File: config.mk
export PLATFORM = sky130hd
export DESIGN_NAME = qup_host_port
export DESIGN_NICKNAME = d
export VERILOG_FILES = /design/src/qup_pkg.sv /design/src/qup_reg_mem.sv /design/src/qup_host_port.sv
export SDC_FILE = /design/constraint.sdc
export NUM_CORES = 1
export LEC_CHECK = 0
export BUFFER_PORTS_ARGS = -buffer_cell sky130_fd_sc_hd__buf_2
export CAP_MARGIN = 20
export CORE_AREA = 3 3 156 158
export CTS_CLUSTER_DIAMETER = 60
export DETAILED_ROUTE_END_ITERATION = 8
export DIE_AREA = 0 0 159 161
export PLACE_DENSITY = 0.73
export SYNTH_ARGS = -nofsm -noshare
export SYNTH_HDL_FRONTEND = slang
export SYNTH_SLANG_ARGS = --single-unit
export TNS_END_PERCENT = 10
File: constraint.sdc
create_clock -name clk_sys -period 4.93 [get_ports clk_sys]
set_clock_uncertainty 0.2 [all_clocks]
set_input_delay 0.493 -clock clk_sys [delete_from_list [all_inputs] [get_ports clk_sys]]
set_output_delay 0.493 -clock clk_sys [all_outputs]
set_load 0.05 [all_outputs]
File: src/qup_pkg.sv
// Purpose: constants for the quad uart host bus port
// Assumes: one clock, synchronous active-high srst
// Notes:   register file is a stand-in for channel registers
package qup_pkg;
	localparam int NUM_CHAN       = 4;
	localparam int DATA_W         = 8;
	localparam int ADDR_W         = 5;
	localparam int REG_AW         = 3;
	localparam int CHAN_AW        = 2;
	localparam int MCR_OFFSET     = 4;
	localparam int IER_OFFSET     = 1;
	localparam int MCR_IRQ_EN_BIT = 3;
	localparam logic [7:0] REG_RESET = 8'h00;
endpackage : qup_pkg

File: src/qup_reg_mem.sv
// Purpose: per-channel register storage, registered read
// Assumes: one write port, one read port
// Notes:   clear on reset
`timescale 1ns/1ps
`default_nettype none
module qup_reg_mem #(
	parameter int DEPTH = 32,
	parameter int AW    = 5,
	parameter int DW    = 8
) (
	input  wire logic          clk_sys,
	input  wire logic          srst,
	input  wire logic          wr_en,
	input  wire logic [AW-1:0] wr_addr,
	input  wire logic [DW-1:0] wr_data,
	input  wire logic [AW-1:0] rd_addr,
	output var  logic [DW-1:0] rd_data,
	output var  logic [DEPTH*DW-1:0] all_data
);
	logic [DW-1:0] mem [DEPTH];
	logic [DW-1:0] next_mem [DEPTH];
	logic [DW-1:0] next_rd_data;

	always_comb begin
		for (int i = 0; i < DEPTH; i++) begin
			next_mem[i] = mem[i];
			all_data[i*DW +: DW] = mem[i];
		end
		if (wr_en) begin
			next_mem[wr_addr] = wr_data;
		end
		next_rd_data = mem[rd_addr];
	end

	always_ff @(posedge clk_sys) begin
		for (int i = 0; i < DEPTH; i++) begin
			mem[i] <= srst ? qup_pkg::REG_RESET : next_mem[i];
		end
		rd_data <= srst ? qup_pkg::REG_RESET : next_rd_data;
	end
endmodule : qup_reg_mem
`default_nettype wire

File: src/qup_host_port.sv
// Purpose: host-side parallel bus port of a four-channel uart
// Assumes: bus pins sampled synchronously to clk_sys
// Notes:   mode_sep high selects separate strobes
`timescale 1ns/1ps
`default_nettype none
module qup_host_port #(
	parameter int NCH = qup_pkg::NUM_CHAN
) (
	input  wire logic           clk_sys,
	input  wire logic           srst,
	input  wire logic           mode_sep,
	input  wire logic           reset_pin,
	input  wire logic           irq_output_gate_select,
	input  wire logic [NCH-1:0] chan_sel_n,
	input  wire logic           comb_sel_n,
	input  wire logic [4:0]     addr,
	input  wire logic           read_strobe_n,
	input  wire logic           write_strobe_n,
	input  wire logic [7:0]     data_in,
	input  wire logic [NCH-1:0] irq_condition,
	input  wire logic [NCH-1:0] rx_has_data,
	input  wire logic [NCH-1:0] tx_has_space,
	output logic      [7:0]     data_out,
	output logic                data_oe,
	output logic      [NCH-1:0] chan_irq,
	output logic      [NCH-1:0] chan_irq_oe,
	output logic                req_pin_out,
	output logic                req_pin_oe,
	output logic                any_rx_ready_n,
	output logic                any_tx_ready_n,
	output logic                uart_reset
);
	// ----------------------------------------
	// reset and strobe edges
	// ----------------------------------------
	logic       rd_q;
	logic       wr_q;
	logic       next_rd_q;
	logic       next_wr_q;
	logic       dev_rst;
	logic       sep_rd;
	logic       sep_wr;
	logic       cmb_rd;
	logic       cmb_wr;
	logic       any_sel;
	logic [1:0] sep_chan;
	logic [1:0] wchan;
	logic [2:0] wreg;
	logic       wr_en;

	function automatic logic [1:0] onehot_idx(input logic [NCH-1:0] sel_n);
		logic [1:0] idx;
		idx = 2'h0;
		for (int i = 0; i < NCH; i++) begin
			if (!sel_n[i]) begin
				idx = 2'(i);
			end
		end
		return idx;
	endfunction : onehot_idx

	always_comb begin
		// separate style high resets; combined style low resets
		dev_rst   = srst | (mode_sep ? reset_pin : ~reset_pin);
		next_rd_q = read_strobe_n;
		next_wr_q = write_strobe_n;
		any_sel   = ~&chan_sel_n;
		sep_chan  = onehot_idx(chan_sel_n);
		sep_rd    = mode_sep & rd_q & ~read_strobe_n & any_sel;
		sep_wr    = mode_sep & wr_q & ~write_strobe_n & any_sel;
		// write_strobe_n serves as the combined read/write strobe
		cmb_wr    = ~mode_sep & wr_q & ~write_strobe_n & ~comb_sel_n;
		cmb_rd    = ~mode_sep & ~wr_q & write_strobe_n & ~comb_sel_n;
		wchan     = mode_sep ? sep_chan : addr[4:3];
		wreg      = addr[2:0];
		wr_en     = sep_wr | cmb_wr;
	end

	always_ff @(posedge clk_sys) begin
		rd_q <= srst ? 1'h1 : next_rd_q;
		wr_q <= srst ? 1'h1 : next_wr_q;
	end

	// ----------------------------------------
	// register storage
	// ----------------------------------------
	logic [7:0]   rd_data;
	logic [255:0] all_regs;

	qup_reg_mem #(
		.DEPTH (32),
		.AW    (5),
		.DW    (8)
	) u_mem (
		.clk_sys  (clk_sys),
		.srst     (dev_rst),
		.wr_en    (wr_en),
		.wr_addr  ({wchan, wreg}),
		.wr_data  (data_in),
		.rd_addr  ({wchan, wreg}),
		.rd_data  (rd_data),
		.all_data (all_regs)
	);

	// ----------------------------------------
	// data bus drive
	// ----------------------------------------
	logic rd_pend;
	logic next_rd_pend;
	logic next_data_oe;

	always_comb begin
		next_rd_pend = (sep_rd | cmb_rd) & ~dev_rst;
		if (mode_sep) begin
			next_data_oe = ~read_strobe_n & any_sel & ~dev_rst;
		end else begin
			next_data_oe = write_strobe_n & ~comb_sel_n & ~dev_rst;
		end
	end

	always_ff @(posedge clk_sys) begin
		rd_pend  <= dev_rst ? 1'h0 : next_rd_pend;
		data_oe  <= next_data_oe;
		data_out <= dev_rst ? 8'h00 : (rd_pend ? rd_data : data_out);
	end

	// ----------------------------------------
	// interrupts and ready outputs
	// ----------------------------------------
	logic [NCH-1:0] ch_active;
	logic [NCH-1:0] next_irq;
	logic [NCH-1:0] next_irq_oe;
	logic           next_req_out;
	logic           next_req_oe;
	logic           next_rx_n;
	logic           next_tx_n;

	always_comb begin
		for (int i = 0; i < NCH; i++) begin
			ch_active[i] = irq_condition[i]
				& (|all_regs[(i*8+qup_pkg::IER_OFFSET)*8 +: 8])
				& all_regs[(i*8+qup_pkg::MCR_OFFSET)*8 + qup_pkg::MCR_IRQ_EN_BIT];
			next_irq[i]    = mode_sep & ch_active[i];
			next_irq_oe[i] = mode_sep & (irq_output_gate_select
				| all_regs[(i*8+qup_pkg::MCR_OFFSET)*8 + qup_pkg::MCR_IRQ_EN_BIT]);
		end
		if (mode_sep) begin
			next_req_out = ch_active[0];
			next_req_oe  = next_irq_oe[0];
		end else begin
			next_req_out = 1'h0;
			next_req_oe  = |ch_active;
		end
		next_rx_n = ~|rx_has_data;
		next_tx_n = ~|tx_has_space;
		if (dev_rst) begin
			next_irq     = '0;
			next_irq_oe  = '0;
			next_req_out = 1'h0;
			next_req_oe  = 1'h0;
			next_rx_n    = 1'h1;
			next_tx_n    = 1'h1;
		end
	end

	always_ff @(posedge clk_sys) begin
		chan_irq       <= next_irq;
		chan_irq_oe    <= next_irq_oe;
		req_pin_out    <= next_req_out;
		req_pin_oe     <= next_req_oe;
		any_rx_ready_n <= next_rx_n;
		any_tx_ready_n <= next_tx_n;
		uart_reset     <= dev_rst;
	end

	// ----------------------------------------
	// checks
	// ----------------------------------------
	chk_rx_ready_or: assert property (@(posedge clk_sys) disable iff (dev_rst)
		(|rx_has_data) |=> any_rx_ready_n == 1'h0 || $past(dev_rst))
		else $error("rx ready not low");
	chk_tx_ready_full: assert property (@(posedge clk_sys) disable iff (dev_rst)
		(tx_has_space == '0) |=> any_tx_ready_n || $past(dev_rst))
		else $error("tx ready not high when full");
	chk_req_no_high: assert property (@(posedge clk_sys) disable iff (srst)
		!mode_sep |=> !(req_pin_oe && req_pin_out) || $past(mode_sep))
		else $error("request driven high");
	chk_sel_ignored: assert property (@(posedge clk_sys) disable iff (srst)
		!mode_sep |=> chan_irq_oe == '0 || $past(mode_sep))
		else $error("irq oe in combined style");
	chk_gate_force: assert property (@(posedge clk_sys) disable iff (dev_rst)
		(mode_sep && irq_output_gate_select) |=> chan_irq_oe == '1 || $past(dev_rst))
		else $error("irq not forced on");
	chk_sep_reset: assert property (@(posedge clk_sys) disable iff (srst)
		(mode_sep && reset_pin) |=> uart_reset && any_rx_ready_n)
		else $error("high reset ignored");
	chk_cmb_reset: assert property (@(posedge clk_sys) disable iff (srst)
		(!mode_sep && !reset_pin) |=> uart_reset && chan_irq == '0)
		else $error("low reset ignored");
	chk_read_drive: assert property (@(posedge clk_sys) disable iff (dev_rst)
		sep_rd |=> data_oe || $past(dev_rst))
		else $error("read not driven");
	chk_irq_a_pin: assert property (@(posedge clk_sys) disable iff (dev_rst)
		mode_sep |=> req_pin_out == chan_irq[0] || $past(dev_rst) || !$past(mode_sep))
		else $error("pin not channel a");
endmodule : qup_host_port
`default_nettype wire

==> impl_results.md, run 1 <==
* Max frequency at around 0.4 GHz
* Initial antenna violation count at 0
* Period utilization at 0.510
* Proportion of layout cells with a drive suffix above 1 at 0.193
* Syn Area/Cell at between 10 and 15 um^2
* Initial Util at 0.536
* YS warnings at 0
* Startpoint types: input pin
* Die height at between 150 and 200 um
* Num ports at slightly below 60
* Setup_tns at 0 ns
* Syn nets at between 1000 and 1500
* Slew Limit Fails at 0
* Top post-synthesis cells by area: dfxtp_1 (46%), mux2i_1 (21%), mux4_2 (12%)
* CP most frequent cell: buf_4
* Slowest stage delay, CP at around 0.66 ns
* Leakage power at about 6.6 nW
* CTS tree: built
* Post-synth EDFFs at 0
* CTS Buf Count at 29
* Run status: complete, no violations
* Crit. Startpoint: addr[0]
* CP Cell Sequence: buf_4 -> buf_4 -> mux4_2 -> o21ai_0 -> nand4_1 -> a22o_1
* Final setup viols at 0
* # fillers at roughly 1900
* R2r endpoint: req_pin_oe
* Max Buffers Root-to-Sink at 3
* Reg2Reg Depth at 4
* VDD IR max at 0.276 mV
* Min-Delay Endpoint: wr_q
* First-pass GRT wire length at about 50 mm
* Via count at 9019
* Largest family of logic cells by synthesized area: multiplexers
* Vias in the first global route at approximately 9000
* CTS clk-pin slew, worst paths at 0.06 ns
* # rows at 56
* Data arrival, critical path at 2.75 ns
* Max-cap violations at 0
* Pre-antenna DRT Iters at 5
* Critical R2R Launch: u_mem.mem[17][3]
* Top cells by count, synth: dfxtp_1 (289), nand2_1 (273), mux2i_1 (264)
* Ys flop type: dfxtp_1
* Critical path data required time at just over 5 ns
* Clock sink count at 289
* Pwr Total at between 4 and 5 mW
* Cell area power density at 346 nW/um^2
* H-tree depth at 1
* # DRC at 0
* Clock Latency Late Sink at 0.55 ns
* 1st-iter DRT viols at approximately 880
* Global placement routability congestion at just under 0.9
* Slowest cell on crit path: buf_4
* Post-synthesis async set-or-reset flop share at 0
* Cell with the most instances after synthesis: dfxtp_1
* Cells after Synth at 1171
* Worst-Margin Slew at 0.929 ns
* Final WL at about 32 mm
* Final #Nets at roughly 1200
* Crit path max fanout at 46
* Hold Crit Class: input pin to register
* Number of cells on the worst hold path at 2
* Worst R2R Setup Slack at around 2.9 ns
* Number of synthesized register bits at just under 300
* HPWL Detailed at ~21 mm
* Remaining Overflow, GRT at 0
* Kind of critical path: input pin to register
* Largest net degree at the start of global routing at 160
* Seq/Total Area, Yosys at 0.464
* Die area at around 26000 um^2
* Clk root buf: clkbuf_16
* Multiplexer area fraction after synthesis at 0.328
* Hold Vio Cnt, Final at 0
* Core area at roughly 23000 um^2
* Slew headroom at 0.379
* Vias per cell at ~5.9
* Top delay family on crit path: buffers and inverters
* Hold_ws at ~0.046 ns
* Hold path startpoint: write_strobe_n
* Crit. End Element: register
* Post-synth top area cell: dfxtp_1
* Diode count at 0
* Netlist cell types at 38
* Synth Area in XOR/XNOR at 0.000703
* Adder-cell share of the synthesized area at 0
* Min Clock Period, post-route at between 2 and 3 ns
* Post-Syn Area at ~12000 um^2
* Die Wd at between 150 and 200 um
* Routed Antenna Nets at 0
* Post-synthesis compound-gate area fraction at 0.0422
* Crit path buf inv count at 2
* RSZ-0062 raised after global routing: no
* I/O Buffers at just under 60
* Gr usage total at 0.250
* Post-synth top area share at 0.464
* Post-Synth Simple-Gate Area at 0.134
* Area Growth Syn to Fin at 12.2%
* Wire length per cell at roughly 21 um
[worst max path at each step]
stage / slack, ns / cells after the start / endpoint
6_report: 2.42 / 6 / u_mem.rd_data[5]
5_1_grt: 2.26 / 6 / u_mem.rd_data[5]
4_1_cts: 2.42 / 6 / u_mem.rd_data[5]
3_5_place_dp: 1.86 / 6 / u_mem.rd_data[5]
3_3_place_gp: 1.91 / 6 / u_mem.rd_data[7]
2_1_floorplan: 2.74 / 6 / u_mem.rd_data[0]
[power breakdown]
part | switching [mW] | internal [mW] | total (mW)
Combinational | 0.196 | 0.0764 | 0.272
Clock | 0.912 | 1.31 | 2.22
Sequential | 0.00477 | 2.34 | 2.35
[cell type report]
cell class / count / area (um^2) / area share
Clock buffer: 39 / 813 / 0.0582
Clock inverter: 14 / 156 / 0.0112
Inverter: 4 / 15.0 / 0.00107
Multi-Input combinational cell: 787 / 6290 / 0.450
Sequential cell: 289 / 5790 / 0.414
Tap cell: 319 / 399 / 0.0285
Timing Repair Buffer: 82 / 520 / 0.0372
[cell usage in the layout (no fill, tap or decap), types with 2 or more instances in the layout]
cell type and instances:
nor2_1 10, dfxtp_1 289, buf_2 57, nand2_2 26, clkinvlp_4 3, nand2_1 273, nor3b_2 6, nor3_1 2
a21oi_1 5, buf_4 17, and3b_1 2, bufinv_16 3, and2_1 7, inv_1 4, o21a_1 4, nor4_1 8
or2_2 2, o41ai_1 2, mux2i_1 264, dlygate4sd3_1 6, o21ai_0 63, clkbuf_1 5, or3b_2 2, nand4_1 17
mux4_2 64, clkbuf_8 5, nand3b_1 2, nor3_2 4, clkbuf_16 29, nor2b_1 2, o221a_2 4, clkinv_2 7
a22o_1 8
[routing by layer]
metal  share of wire  track usage
met5               0            0
met4           0.032       0.0800
met3           0.062       0.0382
met2            0.48        0.431
met1            0.42        0.327
[sequential cells by signal, summed over array words and instances (netlist names), 4 cells and up]
register       cells
chan_irq           4
chan_irq_oe        4
data_out           8
u_mem.mem        256
u_mem.rd_data      8
[worst reg2reg max path: cells and delay by family, from the launching register on]
family / cells / cell delay, ns
flops: 1 / 0.33
simple gates: 2 / 0.93
compound gates: 2 / 0.47
[what timing repair did]
| action | 4_1_cts | 5_1_grt |
|---|---|---|
| endpoints found under the hold margin | 6 | 0 |
| hold buffers | 6 | 0 |
| resized for setup | 0 | 0 |
| setup buffers | 0 | 0 |
[through the flow]
stage	utilization	worst slack (ns)	area, um^2	instances
floorplan	-	2.74	12500	1171
global placement	0.556	1.91	12900	1474
detailed placement	0.557	1.86	13000	1475
CTS	0.601	2.42	14000	1534
global route	0.601	2.26	14000	1534
finish	0.601	2.42	14000	1534
[logic make-up (layout without fill, tap and decap cells)]
family	count (synthesis)	in the layout
buffers and inverters	95	139
and+or+nand+nor	369	369
AOI/OAI and AO/OA	89	89
DFF	289	289
xor gates and xnor gates	1	1
muxes	328	328
No activity file was read; power rests on OpenSTA's default activity.
==> run 2: changes to the inputs <==
- clock period: 4.93 -> 2.6 ns (I/O delays scaled with it)
==> impl_results.md, run 2 (synthesized netlist as in run 1, its figures left out) <==
* Slew Limit Fails at 0
* Slowest cell on crit path: nor2b_1
* Comb pwr share at 0.061
* Worst-Margin Slew at 0.920 ns
* HPWL Detailed at 21.3 mm
* Pre-antenna DRT Iters at 5
* Largest net degree at the start of global routing at around 70
* Commonest non-fill, non-tap cell in the layout: dfxtp_1
* Sequential share of power at 0.482
* Vias per cell at just under 6
* VDD IR max at around 0.46 mV
* Kind of critical path: input pin to register
* Critical R2R Launch: u_mem.mem[1][4]
* Worst R2R Setup Slack at 0.60 ns
* Final setup viols at 0
* Vias in the first global route at approximately 9200
* Proportion of layout cells with a drive suffix above 1 at 0.201
* Top delay family on crit path: simple AND/OR/NAND/NOR gates
* Crit path buf inv count at 2
* Core area at between 20000 and 25000 um^2
* 1st-iter DRT viols at around 740
* Clock sink count at 289
* Clk pwr share at 0.458
* Slew headroom at 0.385
* Initial antenna violation count at 0
* First-pass GRT wire length at 50.8 mm
* Crit. End Element: register
* Wire length per cell at between 20 and 25 um
* Cell area power density at around 640 nW/um^2
* Via count at 9029
* Max FFs per register at approximately 260
* Int Pwr at a little over 7 mW
* Routed Antenna Nets at 0
* Hold Crit Class: input pin to register
* Die height at about 160 um
* Crit path max fanout at 8
* Run status: complete, no violations
* Clock Latency Late Sink at around 0.54 ns
* # fillers at 1908
* R2r endpoint: req_pin_oe
* Max frequency at around 0.42 GHz
* Clk root buf: clkbuf_16
* Largest registers: u_mem.mem x256, data_out x8, u_mem.rd_data x8
* Post-CTS Setup Bufs at 0
* Largest Register: u_mem.mem
* Global placement routability congestion at between 0.9 and 1
* Switching share of power at 0.226
* Register area at just under 6000 um^2
* Area Growth Syn to Fin at 15.1%
* Max-cap violations at 0
* RSZ-0062 raised after global routing: no
* Cell count along the critical path at 6
* Most frequent cells in the layout: dfxtp_1 (289), nand2_1 (273), mux2i_1 (264)
* CTS Buf Count at 30
* Setup_tns at 0 ns
* Num ports at 59
* Period utilization at 0.909
* CTS clk-pin slew, worst paths at 0.06 ns
* Max Buffers Root-to-Sink at 3
* Final #Nets at ~1300
* Multi-input logic area at 6290 um^2
* Die Wd at about 160 um
* Final WL at 31.7 mm
* CP Cell Sequence: dlygate4sd3_1 -> buf_2 -> nor2b_1 -> nor3b_2 -> nand2_1 -> mux2i_1
* Hold Vio Cnt, Final at 0
* I/O Buffers at 58
* Post-cts resize count at 0
* Remaining Overflow, GRT at 0
* Critical path data required time at 2.85 ns
* Diode count at 0
* CTS tree: built
* Data arrival, critical path at ~2.6 ns
* Leakage power at just under 7 nW
* Reg2Reg Depth at 4
* Min Clock Period, post-route at ~2.4 ns
* Number of cells on the worst hold path at 4
* Initial Util at 0.536
* Hold_ws at approximately 0.03 ns
* Gr usage total at 0.246
* Die area at between 20000 and 30000 um^2
* CP Capture Point: u_mem.mem[15][3]
* # DRC at 0
* Slowest stage delay, CP at 0.73 ns
* H-tree depth at 1
* Crit. Startpoint: comb_sel_n
* Net Sw Power at 2.09 mW
* # rows at 56
* Startpoint types: input pin
run 2: cell count changes in the layout (fill, tap and decap cells not counted), sizes merged:
cell / change
clkbuf: +8
buf: +19
dlygate4sd3: +13
clkinvlp: -3
clkinv: -3
bufinv: -2
run 2: worst min-delay path by stage:
stage	from	to	slack, ns
finish	mode_sep	rd_pend	0.03
global route	mode_sep	rd_pend	0.04
CTS	mode_sep	rd_pend	0.02
detailed placement	rx_has_data[2]	any_rx_ready_n	0.24
global placement	tx_has_space[2]	any_tx_ready_n	0.24
floorplan	rx_has_data[2]	any_rx_ready_n	0.15
run 2: layout make-up:
type | instances | area share
Multi-Input combinational cell | 787 | 0.439
Timing Repair Buffer | 114 | 0.0608
Inverter | 4 | 0.00105
Clock buffer | 47 | 0.0645
Tap cell | 319 | 0.0278
Clock inverter | 6 | 0.00410
Sequential cell | 289 | 0.403
run 2: worst min-delay path: stages:
cell and delay [ns]:
buf_2 0.17, nand3b_1 0.12, o22a_1 0.14, nor2_1 0.03
run 2: metal layers:
layer / GRT usage / vias up / part of all wire
met3: 0.0421 / 52 / 0.053
met2: 0.421 / 254 / 0.48
li1: - / 4242 / -
met5: 0 / - / 0
met4: 0.0728 / 0 / 0.027
met1: 0.324 / 4481 / 0.44
run 2: power groups by stage:
stage                     Clock, mW  Sequential [mW]  Combinational (mW)
after detailed placement          0             4.55               0.534
after CTS                      4.28             4.45               0.557
final                          4.23             4.45               0.561
after floorplan                   0             4.57               0.328
after global placement            0             4.55               0.535
after global routing           4.47             4.45               0.597
run 2: repair_timing:
item	4_1_cts	5_1_grt
hold buffers	19	0
endpoints found under the hold margin	16	0
setup endpoints to repair	0	0
run 2: stage by stage:
stage	util	power (mW)	cell area, um^2	setup WS, ns	std cells
final	0.617	9.25	14400	0.236	1566
after global routing	0.617	9.52	14400	0.127	1566
after CTS	0.617	9.29	14400	0.275	1566
after detailed placement	0.566	5.08	13200	0.212	1494
after global placement	0.566	5.09	13200	0.238	1494
after floorplan	-	4.90	12500	0.644	1171
==> run 3: changes to the inputs <==
- GPL_TIMING_DRIVEN: default -> 0
- PLACE_DENSITY: 0.73 -> 0.83
==> impl_results.md, run 3 (synthesized netlist as in run 1, its figures left out) <==
* Commonest non-fill, non-tap cell in the layout: dfxtp_1
* Clock sink count at 289
* Startpoint types: input pin
* Final #Nets at 1314
* Num ports at 59
* Finished Layout Cells at 1617
* Die area at 25600 um^2
* Largest Register: u_mem.mem
* First-pass GRT wire length at roughly 54 mm
* CTS Buf Count at 29
* Largest registers: u_mem.mem x256, data_out x8, u_mem.rd_data x8
* Crit. End Element: register
* Final setup viols at 0
* Cell area power density at 653 nW/um^2
* Hold Crit Class: input pin to register
* Period utilization at 0.900
* Pre-antenna DRT Iters at 5
* Max frequency at 0.427 GHz
* Slew Limit Fails at 0
* HPWL Detailed at approximately 25 mm
* 1st-iter DRT viols at 900
* H-tree depth at 1
* Fin util at 0.616
* Vias in the first global route at a little under 10000
* Die Wd at 159 um
* Max-cap violations at 0
* Slew headroom at 0.338
* Via count at approximately 9600
* Clock Latency Late Sink at ~0.56 ns
* Register area at slightly below 6000 um^2
* Wire length per cell at about 22 um
* Vias per cell at 5.92
* Most frequent cells in the layout: dfxtp_1 (289), nand2_1 (273), mux2i_1 (264)
* Proportion of layout cells with a drive suffix above 1 at 0.180
* Worst-Margin Slew at a little under 1 ns
* Core area at 23300 um^2
* Kind of critical path: input pin to register
* Dpl cell area at around 13000 um^2
* CTS clk-pin slew, worst paths at around 0.070 ns
* Number of cells on the worst hold path at 3
* Global placement routability congestion at around 1.0
* # fillers at about 1800
* Data arrival, critical path at roughly 2.6 ns
* Largest net degree at the start of global routing at 15
* Placed cells at between 1500 and 2000
* Run status: complete, no violations
* Initial Util at 0.536
* Max Buffers Root-to-Sink at 3
* Remaining Overflow, GRT at 0
* Leakage power at 6.69 nW
* Final WL at around 35 mm
* Post-CTS Setup Bufs at 0
* # DRC at 0
* I/O Buffers at between 50 and 60
* Crit path max fanout at 8
* # rows at 56
* Min Clock Period, post-route at approximately 2.3 ns
* Gr usage total at 0.270
* Die height at around 160 um
* VDD IR max at just under 0.5 mV
* Clk root buf: clkbuf_16
* Area Growth Syn to Fin at 14.9%
* Initial antenna violation count at 1
* Diode count at 0
* Routed Antenna Nets at 0
* Design area at 14300 um^2
* RSZ-0062 raised after global routing: no
* Critical path data required time at about 2.8 ns
* Hold Vio Cnt, Final at 0
* Max FFs per register at 256
* Reg2Reg Depth at 4
* CTS tree: built
* Multi-input logic area at around 6300 um^2
run 3: changes by cell type in the layout (fill, tap and decap cells not counted), sizes merged:
cell	delta
inv	+1
clkinv	+4
buf	-13
clkbuf	+56
bufinv	+3
run 3: timing repair:
item,4_1_cts,5_1_grt
endpoints found under the setup margin,0,2
endpoints found under the hold margin,18,0
hold buffers,19,0
gates resized for setup,0,0
run 3: area by class of cell:
| cell class | count | share of cell area |
|---|---|---|
| Buffer | 90 | 0.0261 |
| Tap cell | 319 | 0.0279 |
| Timing Repair Buffer | 76 | 0.0332 |
| Clock inverter | 14 | 0.0124 |
| Inverter | 4 | 0.00105 |
| Clock buffer | 38 | 0.0565 |
| Multi-Input combinational cell | 787 | 0.439 |
| Sequential cell | 289 | 0.404 |
run 3: per-stage QoR:
step / hold WS, ns / setup WS (ns) / power, mW / setup TNS, ns
final: 0.0170 / 0.260 / 9.36 / 0
after global routing: 0.0168 / 0.187 / 9.59 / 0
after CTS: 0.00423 / 0.0947 / 9.36 / 0
after detailed placement: 0.247 / -0.0460 / 5.10 / -0.133
after global placement: 0.239 / -0.0483 / 5.09 / -0.102
after floorplan: 0.149 / 0.644 / 4.90 / 0
run 3: worst paths after layout:
kind	startpoint	end	slack [ns]
setup reg to reg	u_mem.mem[25][3]	req_pin_oe	0.56
hold / removal	data_in[4]	u_mem.mem[11][4]	0.02
hold reg to reg	u_mem.mem[26][3]	u_mem.mem[26][3]	0.26
setup / recovery	comb_sel_n	u_mem.mem[9][1]	0.26
run 3: worst max-delay path, cell delays in order:
cell and delay [ns]:
dlygate4sd3_1 0.53, buf_2 0.14, nor2b_1 0.12, clkbuf_1 0.26
nor3b_2 0.60, nand2_1 0.43, mux2i_1 0.21
run 3: report_power, final:
group | internal [mW] | switching, mW
registers | 4.44 | 0.00776
logic | 0.167 | 0.420
clock network | 2.58 | 1.74
run 3: metal layers:
layer | share of wire | track usage
met2 | 0.46 | 0.445
met5 | 0 | 0
met4 | 0.054 | 0.134
met3 | 0.082 | 0.0528
met1 | 0.40 | 0.342
